## config.mk

```make
export PLATFORM = sky130hd
export DESIGN_NAME = cdkf_filter
export DESIGN_NICKNAME = d
export VERILOG_FILES = /design/src/verilog/cdkf_pkg.sv /design/src/verilog/cdkf_delay_counter.sv /design/src/verilog/cdkf_filter.sv
export SDC_FILE = /design/constraint.sdc
export NUM_CORES = 1
export LEC_CHECK = 0
export BUFFER_PORTS_ARGS = -buffer_cell sky130_fd_sc_hd__buf_2
export CAP_MARGIN = 5
export CORE_ASPECT_RATIO = 0.75
export CORE_MARGIN = 5
export CORE_UTILIZATION = 53
export CTS_BUF_LIST = sky130_fd_sc_hd__clkbuf_16
export DETAILED_ROUTE_END_ITERATION = 8
export PLACE_DENSITY = 0.82
export SLEW_MARGIN = 15
export SYNTH_ARGS = -nofsm -noshare
export SYNTH_HDL_FRONTEND = slang
export SYNTH_HIERARCHICAL = 1
export SYNTH_SLANG_ARGS = --single-unit
```

## constraint.sdc

```tcl
create_clock -name ref_clk -period 4.9 [get_ports ref_clk]
set_clock_uncertainty 0.1 [all_clocks]
set_input_delay 1.225 -clock ref_clk [delete_from_list [all_inputs] [get_ports ref_clk]]
set_output_delay 1.225 -clock ref_clk [all_outputs]
set_load 0.1 [all_outputs]
```

## src/verilog/cdkf_pkg.sv

```systemverilog
// package: constants for the comparator delay kill filter
package cdkf_pkg;
    // apb register byte addresses
    localparam logic [11:0] CDKF_ADDR_CTRL = 12'h0A2 << 2;
    localparam logic [11:0] CDKF_ADDR_STATUS = 12'h300;
    localparam logic [11:0] CDKF_ADDR_IRQ_STAT = 12'h304;
    localparam logic [11:0] CDKF_ADDR_IRQ_MASK = 12'h308;
    localparam logic [11:0] CDKF_ADDR_CMP_CFG = 12'h30C;
    // control register fields
    localparam int CDKF_BIT_ENABLE = 7;
    localparam int CDKF_BIT_WAKESEL = 6;
    localparam int CDKF_BIT_FILTDIS = 5;
    localparam int CDKF_BIT_STYLE = 4;
    localparam int CDKF_DLY_MSB = 3;
    localparam int CDKF_DLY_W = 4;
    localparam logic [7:0] CDKF_CTRL_RESET = 8'h00;
    // status fields
    localparam int CDKF_ST_COUT = 0;
    localparam int CDKF_ST_KILL = 1;
    localparam int CDKF_ST_ARMED = 2;
    // interrupt events
    localparam int CDKF_EV_KILL = 0;
    localparam int CDKF_EV_RISE = 1;
    localparam int CDKF_EV_ABORT = 2;
    localparam int CDKF_EV_W = 3;
    // comparator configuration: loop select
    localparam int CDKF_CFG_LOOP = 0;
    localparam int CDKF_DATA_W = 8;
    // filter states
    typedef enum logic [1:0] {CDKF_IDLE, CDKF_COUNT, CDKF_SPENT} cdkf_state_type;
endpackage

```

## src/verilog/cdkf_delay_counter.sv

```systemverilog
// delay counter advanced by reference clock two ticks
`timescale 1ns/1ns
`default_nettype none
module cdkf_delay_counter
    import cdkf_pkg::*;
#(
    parameter int WIDTH = CDKF_DLY_W
)
(
    input wire logic ref_clk,
    input wire logic resetn,
    input wire logic clkEn,
    input wire logic start,
    input wire logic run,
    input wire logic tick,
    input wire logic [WIDTH-1:0] target,
    output logic done
);
    logic [WIDTH-1:0] count;
    wire atTarget = (count == target);
    // ==========================================
    // counter
    // restart clears the count; done stays high each cycle the count is at the match while running
    always_ff @(posedge ref_clk or negedge resetn)
    begin
        if (!resetn)
        begin
            count <= '0;
            done <= 1'b0;
        end
        else if (clkEn)
        begin
            done <= 1'b0;
            if (start)
                count <= '0;
            else if (run && tick && !atTarget)
                count <= count + 1'b1;
            else if (run && atTarget)
                done <= 1'b1;
        end
    end
endmodule
`default_nettype wire

```

## src/verilog/cdkf_filter.sv

```systemverilog
// top: comparator delay kill filter with apb registers
// Overview of operation
// - comparator high when input exceeds source
// - rising edge restarts counter, compared to select
// - count matched and still high raises kill
// - counter advances per reference clock two period
// - enable bit 7 low holds comparator low
// - bit 6 routes kill to wakeup channel
// - bit 5 high disables filter and kill
// - style 0 kill stops timer outputs
// - style 1 blanks outputs current cycle only
// - one kill per comparator rising edge
// - control register holds listed fields
// - comparator sampled into read-only status bit
//
// The APB interface to the registers was chosen for this implementation.
`timescale 1ns/1ns
`default_nettype none
module cdkf_filter
    import cdkf_pkg::*;
#(
    parameter int DLY_W = CDKF_DLY_W
)
(
    input wire logic ref_clk,
    input wire logic resetn,
    input wire logic clkEn,
    // apb slave
    input wire logic psel,
    input wire logic penable,
    input wire logic pwrite,
    input wire logic [11:0] paddr,
    input wire logic [31:0] pwdata,
    output logic [31:0] prdata,
    output logic pready,
    output logic pslverr,
    // analog comparator raw results, asynchronous
    input wire logic aboveThreshold,
    input wire logic aboveAmp,
    // reference clock two, asynchronous level
    input wire logic referenceClockTwo,
    // port pin six, asynchronous
    input wire logic portPinSix,
    // pwm timer side
    input wire logic pwmModeActive,
    input wire logic pwmCycleEnd,
    output logic pwmKill,
    output logic timerStop,
    output logic outputBlank,
    output logic wakeChannelSix,
    output logic irq
);
    import cdkf_pkg::*;

    // ==========================================
    // registers and synchronisers
    // software-visible state
    logic [7:0] ctrl;
    logic [CDKF_EV_W-1:0] irqStat;
    logic [CDKF_EV_W-1:0] irqMask;
    logic loopSelect;
    // pin and reference clock pairs; stage one is read by nothing else
    logic [1:0] thrSync;
    logic [1:0] ampSync;
    logic [1:0] rclkSync;
    logic [1:0] pinSync;
    // comparator output and edge history
    logic cout;
    logic coutPrev;
    logic rclkPrev;
    logic coutLatched;
    // filter sequencing
    cdkf_state_type state;
    logic counterDone;

    // ==========================================
    // address match, shared by every register decode
    function automatic logic addrIs(
        input logic [11:0] addr,
        input logic [11:0] match
    );
        return addr == match;
    endfunction

    // ==========================================
    // decode
    // control fields
    wire compEnable = ctrl[CDKF_BIT_ENABLE];
    wire wakeSelect = ctrl[CDKF_BIT_WAKESEL];
    wire filterDisable = ctrl[CDKF_BIT_FILTDIS];
    wire shutdownStyle = ctrl[CDKF_BIT_STYLE];
    wire [DLY_W-1:0] delaySelect = ctrl[CDKF_DLY_MSB -: DLY_W];

    // comparator path; the enable gates after the input mux
    wire rawCompare = loopSelect ? ampSync[1] : thrSync[1];
    wire next_cout = compEnable & rawCompare;
    wire coutRise = cout & ~coutPrev;
    wire rclkTick = rclkSync[1] & ~rclkPrev;

    // filter control; disable also masks a kill already due
    wire filterOn = ~filterDisable;
    wire startCount = coutRise & filterOn;
    wire counting = (state == CDKF_COUNT);
    wire killFire = counting & counterDone & cout & filterOn;
    wire abortCount = counting & ~cout;

    // bus decode; writes land only on the edge that ends the access
    wire accessWait = psel & penable & ~pready;
    wire wrEn = psel & penable & pready & pwrite;
    wire rdEn = psel & ~penable & ~pwrite;
    wire hitCtrl = addrIs(paddr, CDKF_ADDR_CTRL);
    wire hitStat = addrIs(paddr, CDKF_ADDR_STATUS);
    wire hitIrqS = addrIs(paddr, CDKF_ADDR_IRQ_STAT);
    wire hitIrqM = addrIs(paddr, CDKF_ADDR_IRQ_MASK);
    wire hitCfg = addrIs(paddr, CDKF_ADDR_CMP_CFG);
    wire mapped = hitCtrl | hitStat | hitIrqS | hitIrqM | hitCfg;

    // events and their write-one-clear
    wire [CDKF_EV_W-1:0] events = {abortCount, startCount, killFire};
    wire [CDKF_EV_W-1:0] w1c = (wrEn & hitIrqS) ? pwdata[CDKF_EV_W-1:0] : '0;
    wire [CDKF_EV_W-1:0] next_irqStat = (irqStat & ~w1c) | events;

    // read mux; unmapped words read as zero beside the error
    wire [7:0] statusWord = {5'h00, counting, pwmKill, coutLatched};
    wire [31:0] next_prdata =
        hitCtrl ? {24'h000000, ctrl} :
        hitStat ? {24'h000000, statusWord} :
        hitIrqS ? {29'h00000000, irqStat} :
        hitIrqM ? {29'h00000000, irqMask} :
        hitCfg ? {31'h00000000, loopSelect} : 32'h00000000;

    // ==========================================
    // two-flop synchronisers for pins and the reference clock
    // the reference clock is slow enough to be sampled as a level
    // only the second stage of each pair feeds any logic
    always_ff @(posedge ref_clk or negedge resetn)
    begin
        if (!resetn)
        begin
            thrSync <= 2'h0;
            ampSync <= 2'h0;
            rclkSync <= 2'h0;
            pinSync <= 2'h0;
        end
        else if (clkEn)
        begin
            thrSync <= {thrSync[0], aboveThreshold};
            ampSync <= {ampSync[0], aboveAmp};
            rclkSync <= {rclkSync[0], referenceClockTwo};
            pinSync <= {pinSync[0], portPinSix};
        end
    end

    // ==========================================
    // comparator output and its edge history
    // coutPrev starts low like cout, so no false edge follows reset
    // the reference tick detector shares the same reset reasoning
    always_ff @(posedge ref_clk or negedge resetn)
    begin
        if (!resetn)
        begin
            cout <= 1'b0;
            coutPrev <= 1'b0;
            rclkPrev <= 1'b0;
            coutLatched <= 1'b0;
        end
        else if (clkEn)
        begin
            cout <= next_cout;
            coutPrev <= cout;
            rclkPrev <= rclkSync[1];
            coutLatched <= cout;
        end
    end

    // ==========================================
    // filter state: spent waits for cout to drop, so one kill per edge
    // idle: wait for a rising edge of cout with the filter on
    // count: the counter runs on reference ticks up to the select
    // spent: kill has fired; a new one needs cout low then high
    // a zero select fires two cycles after the edge, with no tick
    // limitation: cout is sampled on ref_clk, so a glitch shorter
    // than one clock can be missed; the price of the synchroniser
    // turning the filter off mid-count drops back to idle at once
    always_ff @(posedge ref_clk or negedge resetn)
    begin
        if (!resetn)
            state <= CDKF_IDLE;
        else if (clkEn)
        begin
            case (state)
                CDKF_IDLE:
                    if (startCount)
                        state <= CDKF_COUNT;
                CDKF_COUNT:
                    if (filterDisable || abortCount)
                        state <= CDKF_IDLE;
                    else if (killFire)
                        state <= CDKF_SPENT;
                CDKF_SPENT:
                    if (!cout)
                        state <= CDKF_IDLE;
                default:
                    state <= CDKF_IDLE;
            endcase
        end
    end

    // ==========================================
    // delay counter
    // started only from idle, so a stray edge cannot restart a count
    cdkf_delay_counter #(
        .WIDTH(DLY_W)
    ) cdkf_delay_counter_i (
        .ref_clk(ref_clk),
        .resetn(resetn),
        .clkEn(clkEn),
        .start(startCount && state == CDKF_IDLE),
        .run(counting),
        .tick(rclkTick),
        .target(delaySelect),
        .done(counterDone)
    );

    // ==========================================
    // kill pulse and timer effects, one cycle each
    // the stop pulse is raised only in pwm mode; otherwise nothing runs
    always_ff @(posedge ref_clk or negedge resetn)
    begin
        if (!resetn)
        begin
            pwmKill <= 1'b0;
            timerStop <= 1'b0;
        end
        else if (clkEn)
        begin
            pwmKill <= killFire;
            timerStop <= killFire & ~shutdownStyle & pwmModeActive;
        end
    end

    // ==========================================
    // blanking holds until the cycle end, even with cout still high
    // a kill in the ending cycle wins and blanks the next cycle instead
    always_ff @(posedge ref_clk or negedge resetn)
    begin
        if (!resetn)
            outputBlank <= 1'b0;
        else if (clkEn)
        begin
            if (killFire && shutdownStyle && pwmModeActive)
                outputBlank <= 1'b1;
            else if (pwmCycleEnd)
                outputBlank <= 1'b0;
        end
    end

    // ==========================================
    // wakeup routing
    // the pin path takes one register after its synchroniser, as the kill path does
    always_ff @(posedge ref_clk or negedge resetn)
    begin
        if (!resetn)
            wakeChannelSix <= 1'b0;
        else if (clkEn)
            wakeChannelSix <= wakeSelect ? killFire : pinSync[1];
    end

    // ==========================================
    // control register; only its low byte exists
    // upper data bits are dropped on write and read back as zero
    always_ff @(posedge ref_clk or negedge resetn)
    begin
        if (!resetn)
            ctrl <= CDKF_CTRL_RESET;
        else if (clkEn && wrEn && hitCtrl)
            ctrl <= pwdata[CDKF_DATA_W-1:0];
    end

    // ==========================================
    // interrupt mask and comparator loop select
    // loop select lives apart from the control byte, in its own word
    always_ff @(posedge ref_clk or negedge resetn)
    begin
        if (!resetn)
        begin
            irqMask <= '0;
            loopSelect <= 1'b0;
        end
        else if (clkEn)
        begin
            if (wrEn && hitIrqM)
                irqMask <= pwdata[CDKF_EV_W-1:0];
            if (wrEn && hitCfg)
                loopSelect <= pwdata[CDKF_CFG_LOOP];
        end
    end

    // ==========================================
    // sticky events; a set in the clearing cycle wins
    // irq reads the next status, so it follows an event by one edge
    always_ff @(posedge ref_clk or negedge resetn)
    begin
        if (!resetn)
        begin
            irqStat <= '0;
            irq <= 1'b0;
        end
        else if (clkEn)
        begin
            irqStat <= next_irqStat;
            irq <= |(next_irqStat & irqMask);
        end
    end

    // ==========================================
    // handshake: one wait state, ready and error pulse together
    // back-to-back transfers work: ready drops by itself after a cycle
    always_ff @(posedge ref_clk or negedge resetn)
    begin
        if (!resetn)
        begin
            pready <= 1'b0;
            pslverr <= 1'b0;
        end
        else if (clkEn)
        begin
            pready <= accessWait;
            pslverr <= accessWait & ~mapped;
        end
    end

    // ==========================================
    // read data taken at setup and held until the next read
    // status is a snapshot of the setup cycle, not of the ready edge
    always_ff @(posedge ref_clk or negedge resetn)
    begin
        if (!resetn)
            prdata <= 32'h00000000;
        else if (clkEn && rdEn)
            prdata <= next_prdata;
    end
endmodule
`default_nettype wire

```

==> results of run 1 <==
==> power breakdown <==
part / leakage [nW] / total, mW / switching, mW / internal, mW
Sequential: 0.616 / 0.424 / 0.0105 / 0.413
Clock: 0.0804 / 0.391 / 0.148 / 0.242
Combinational: 0.672 / 0.186 / 0.152 / 0.0345
==> cell families (layout without fill, tap and decap cells) <==
logic type,count (synthesis),after routing,synth area share (%)
AOI/OAI and AO/OA,42,42,12.46
adders and majority gates,1,1,0.4884
buffers and inverters,40,64,9.526
other,1,24,0.1464
xor gates and xnor gates,5,5,1.710
DFF,48,48,46.90
and+or+nand+nor,61,61,15.88
muxes,29,29,12.90
==> cells in the final DEF (no fill, tap or decap), drive strengths merged, types with 2 or more instances in the layout <==
cell type	Yosys	layout
a21oi	5	5
mux2	22	22
nand4b	5	5
o32ai	2	2
nor2b	9	9
a2bb2oi	2	2
dfrtp	48	48
and3	2	2
inv	9	10
mux2i	6	6
xnor2	5	5
buf	26	47
o211ai	2	2
nor2	7	7
nor4	3	3
conb	1	24
nand2	13	13
o2bb2ai	4	4
nand4	4	4
nor4b	2	2
a22o	8	8
o21ai	10	10
nor3b	2	2
clkbuf	5	5
nand3	7	7
==> metrics by stage <==
stage | total power, mW | hold slack [ns] | util [%]
after floorplan | 0.5951 | 0.3750 | -
after global placement | 0.6145 | 0.3618 | 60.07
after detailed placement | 0.6175 | 0.3665 | 60.07
after CTS | 1.007 | 0.3812 | 63.82
after global routing | 1.036 | 0.4195 | 63.88
final | 1.001 | 0.3808 | 63.88
==> area by class of cell <==
cell class,instances,area (sq um),area share [%]
clock buffer,5,125.1,4.284
clock inverter,3,46.29,1.585
inverter,9,33.78,1.157
multi-input combinational,162,1202,41.17
sequential,48,1201,41.13
tap,57,71.32,2.442
timing repair buffer,47,240.2,8.226
==> state kept, by name (all words and copies together), names as in the netlist, 2 cells and up <==
register,flops
rclkSync,2
ctrl,8
cdkf_delay_counter_i/count,4
ampSync,2
thrSync,2
prdata,8
state,2
pinSync,2
irqMask,3
irqStat,3
==> per-layer routing <==
metal | GRT usage [%] | up-vias | wire, um
met5 | 0 | - | 0
met1 | 24.07 | 900 | 2538
met4 | 3.967 | 0 | 50
li1 | - | 874 | -
met3 | 5.258 | 7 | 362
met2 | 24.68 | 61 | 2242
==> worst max path at each step <==
stage                            to  slack (ns)  startpoint  depth (start not counted)
after global routing      prdata[2]        1.82     penable                          5
final                     prdata[2]        2.01     penable                          5
after global placement    prdata[2]        1.81     penable                          5
after detailed placement  prdata[2]        1.75     penable                          5
after CTS                 prdata[2]        2.05     penable                          5
after floorplan             ctrl[0]        2.23    paddr[5]                          4
==> critical path, stage by stage <==
cell and delay (ns):
buf_2 0.11, nor2_1 0.15, nand3_1 0.38, nor3_1 0.87
a221o_1 0.27
==> results.toml, run 1 <==
[synth]
seq_area_frac_synth_pct = 46.90
synth_edf_count = 0
async_flop_share_pct = 100.0
yosys.cell_types.count = 53
synthesis.area_sq_mm = 0.002561
synthCells = 227
synth_common_cells = "dfrtp_1, buf_4, mux2_2"
synth_top_area_cell = "dfrtp_1"
synth_seq_cells = 48
avgSynthCellArea_sq_um = 11.28
ys_warn_count = 6
netlist.area_leader.share_pct = 46.90
synthFlopType = "dfrtp_1"
synth.top_cells.by_area = "dfrtp_1, mux2_2, buf_4, a22o_1, mux2i_1"
synth.most_common_cell = "dfrtp_1"

[route]
first_pass_iters = 4
viasPerCell = 5.565
num_vias = 1842
drt-total-wl_um = 5194
drtAntennaViolNets = 0
first_iter_violations = 158
wl_per_cell_um = 15.69
drc_errors = 0

[clock_network]
cts-root-buf = "clkbuf_16"
clockBufferDepth = 2
clk_pin_slew_ns = 0.07
clock-sinks = 48
h-tree-depth = 2
cts_made_buffers = 5
clkLatencyLatePin_ns = 0.29
post-cts-setup-buffers = 0
cts_tree = "built"
post_cts_resized = 0
cts_hold_buf = 0

[timing]
post-route-period-util_pct = 58.94
grt_setup_unrepaired = "no"
setup_viol = 0
fmaxAchievable_ghz = 0.3462
fin_crit_ns = 2.888
fin_setup_tns_ns = 0
slew_headroom_pct = 35.14
hold_violations = 0
setup_slack_ns = 2.012
slew_violations = 0
tightestPinTransition_ns = 0.9640

[global_route]
grt_overflow = 0
antenna_found_initial = 0
grt_max_degree = 49
track_usage_pct = 16.73
grt_pass1_wl_um = 8742
grt_pass1_vias = 1770

[placement]
port_buffers = 46
dp_cells = 323
dp_slack_ns = 1.748
hpwl_um = 3871
placed_cell_area_sq_mm = 0.002746
place_congestion = 0.8205

[power]
powerDensity_mw_per_mm2 = 342.6
power.leakage_nw = 1.369
ir_drop_uv = 218.2

[setup_path]
ff2ff_path_depth = 6
arrival_ns = 3.01
path_max_fanout = 11
crit_required_ns = 5.02
criticalPathCategory = "primary input to flop"
end_kind = "flop"
timing.rr.start = "ctrl[5]"
reg2reg_slack_ns = 2.57
r2r_end = "cdkf_delay_counter_i/count[2]"
start_kind = "primary input"

[worst_hold_path]
min_path_cells = 2
min_from = "outputBlank"
min_path_type = "flop to flop"
whs_endpoint = "outputBlank"

[die]
dieArea_sq_mm = 0.006337
coreArea_sq_mm = 0.004572
io_pins = 95
rows = 21
die_w_um = 90.27
die_h_um = 70.21
initial_core_util_pct = 56.02

[job]
maxCapViolations = 0

[final_layout]
drive_gt1_share_pct = 32.12
final_cell_area_sq_mm = 0.002920
syn2layout_area_growth_pct = 14.02
n_fill_cell = 381
fin_nets = 330
final_cells = 331
diodes = 0

[status]
status = "completed"
No activity file was read; power rests on OpenSTA's default activity.
==> inputs of run 2 (changes only) <==
Settings changed: CORE_UTILIZATION 53 to 49, PLACE_DENSITY 0.82 to 0.76.
Clock period 4.9 ns to 2.8 ns, I/O delays scaled along.
==> run 2 against run 1 <==
Global-route usage about the same. Sequential share of layout area down 0.38 points. Core utilization down 4.7 points. Critical path type unchanged. Largest cell class unchanged. Largest power group unchanged.
==> results.toml, run 2 (synthesis gave the netlist of run 1 again) <==
[clock_network]
clkLatencyLatePin_ns = 0.28
post-cts-setup-buffers = 0
h-tree-depth = 2
clock-sinks = 48
cts_made_buffers = 5
cts_hold_buf = 0
cts_tree = "built"
cts-root-buf = "clkbuf_16"
post_cts_resized = 0
clockBufferDepth = 2
clk_pin_slew_ns = 0.06

[route]
wl_per_cell_um = 15.49
first_pass_iters = 5
viasPerCell = 5.396
drc_errors = 0
drt-total-wl_um = 5436
drtAntennaViolNets = 0
first_iter_violations = 105
num_vias = 1894

[die]
rows = 22
io_pins = 95
initial_core_util_pct = 51.41
die_w_um = 93.48
dieArea_sq_mm = 0.006788
die_h_um = 72.61
coreArea_sq_mm = 0.004982

[timing]
fmaxAchievable_ghz = 0.4878
slew_headroom_pct = 59.58
grt_setup_unrepaired = "no"
fin_crit_ns = 2.050
slew_violations = 0
tightestPinTransition_ns = 0.6064
hold_violations = 0
setup_viol = 0
post-route-period-util_pct = 73.21
fin_setup_tns_ns = 0

[final_layout]
multi_input_area_sq_mm = 0.001202
diodes = 0
seqCellArea_sq_mm = 0.001201
final_cells = 351
largest_registers = "ctrl (8), prdata (8), cdkf_delay_counter_i/count (4)"
drive_gt1_share_pct = 32.97
n_fill_cell = 433
final_common_cell = "dfrtp_1"
syn2layout_area_growth_pct = 15.10
fin_nets = 336
most-common-layout-cells = "dfrtp_1, buf_2, conb_1"

[worst_hold_path]
min_path_type = "flop to flop"

[power]
power.leakage_nw = 1.385
ir_drop_uv = 363.3
powerDensity_mw_per_mm2 = 555.0

[placement]
place_congestion = 0.8937
dp_cells = 344
hpwl_um = 4025
port_buffers = 46

[setup_path]
start_kind = "primary input"
criticalPathCategory = "primary input to flop"
end_kind = "flop"
arrival_ns = 2.11
crit_required_ns = 2.86
path_max_fanout = 8

[global_route]
antenna_found_initial = 0
grt_overflow = 0
met1_usage_pct = 24.36
gr-max-usage-layer = "met2"
grt_pass1_wl_um = 8949
grt_max_degree = 49
grtUsageMet3_pct = 4.639
track_usage_pct = 16.73
grt_pass1_vias = 1821
grt_util_met2_pct = 25.28

[job]
maxCapViolations = 0

[status]
status = "completed"
-- run 2: cell count changes in the layout (fill, tap and decap cells not counted) --
cell        previous run  this run
clkinv_1               0         1
clkinv_4               0         1
clkinvlp_4             1         0
buf_2                 45        46
inv_6                  1         0
buf_4                  2         7
bufinv_16              1         0
-- run 2: layer usage --
layer	share of wire, %	wire (um)
met2	45	2470
met4	0.48	26
met5	0	0
met1	46	2501
met3	8.0	437
-- run 2: worst paths after layout --
check / depth (start not counted) / start / slack [ns] / end
setup / recovery: 6 / paddr[5] / 0.75 / ctrl[1]
hold / removal: 2 / prdata[0] / 0.38 / prdata[0]
setup reg to reg: 7 / ctrl[5] / 1.02 / cdkf_delay_counter_i/count[2]
hold reg to reg: 2 / prdata[0] / 0.38 / prdata[0]
max in group asynchronous: 2 / resetn / 1.78 / prdata[5]
min in group asynchronous: 2 / resetn / 0.41 / pready
-- run 2: layout make-up --
type | instances | share of cell area [%]
clock buffers | 5 | 4.244
clock inverters | 2 | 0.4244
inverters | 9 | 1.146
multi-input cells | 162 | 40.79
flip-flops and latches | 48 | 40.75
well taps | 72 | 3.056
repair buffers | 53 | 9.593
-- run 2: power breakdown --
group | internal (mW) | switching, mW | total, mW
Combinational | 0.0623 | 0.266 | 0.329
Clock | 0.324 | 0.241 | 0.565
Sequential | 0.724 | 0.0185 | 0.742
-- run 2: metrics by stage --
step / utilization (%) / area, sq um / setup WS, ns / power (mW) / hold slack [ns]
3_5_place_dp: 56.40 / 2810 / 0.4726 / 1.084 / 0.3748
2_1_floorplan: - / 2648 / 0.4817 / 1.041 / 0.3044
3_3_place_gp: 56.40 / 2810 / 0.5069 / 1.078 / 0.3636
6_report: 59.17 / 2948 / 0.7501 / 1.636 / 0.3838
4_1_cts: 59.17 / 2948 / 0.7633 / 1.648 / 0.3889
5_1_grt: 59.17 / 2948 / 0.6872 / 1.702 / 0.4296
-- run 2: worst max-delay path, stage by stage --
cell and delay (ns):
buf_2 0.10, nor4b_2 0.30, nand2_1 0.19, nor4_4 0.23, buf_4 0.23, mux2_2 0.36
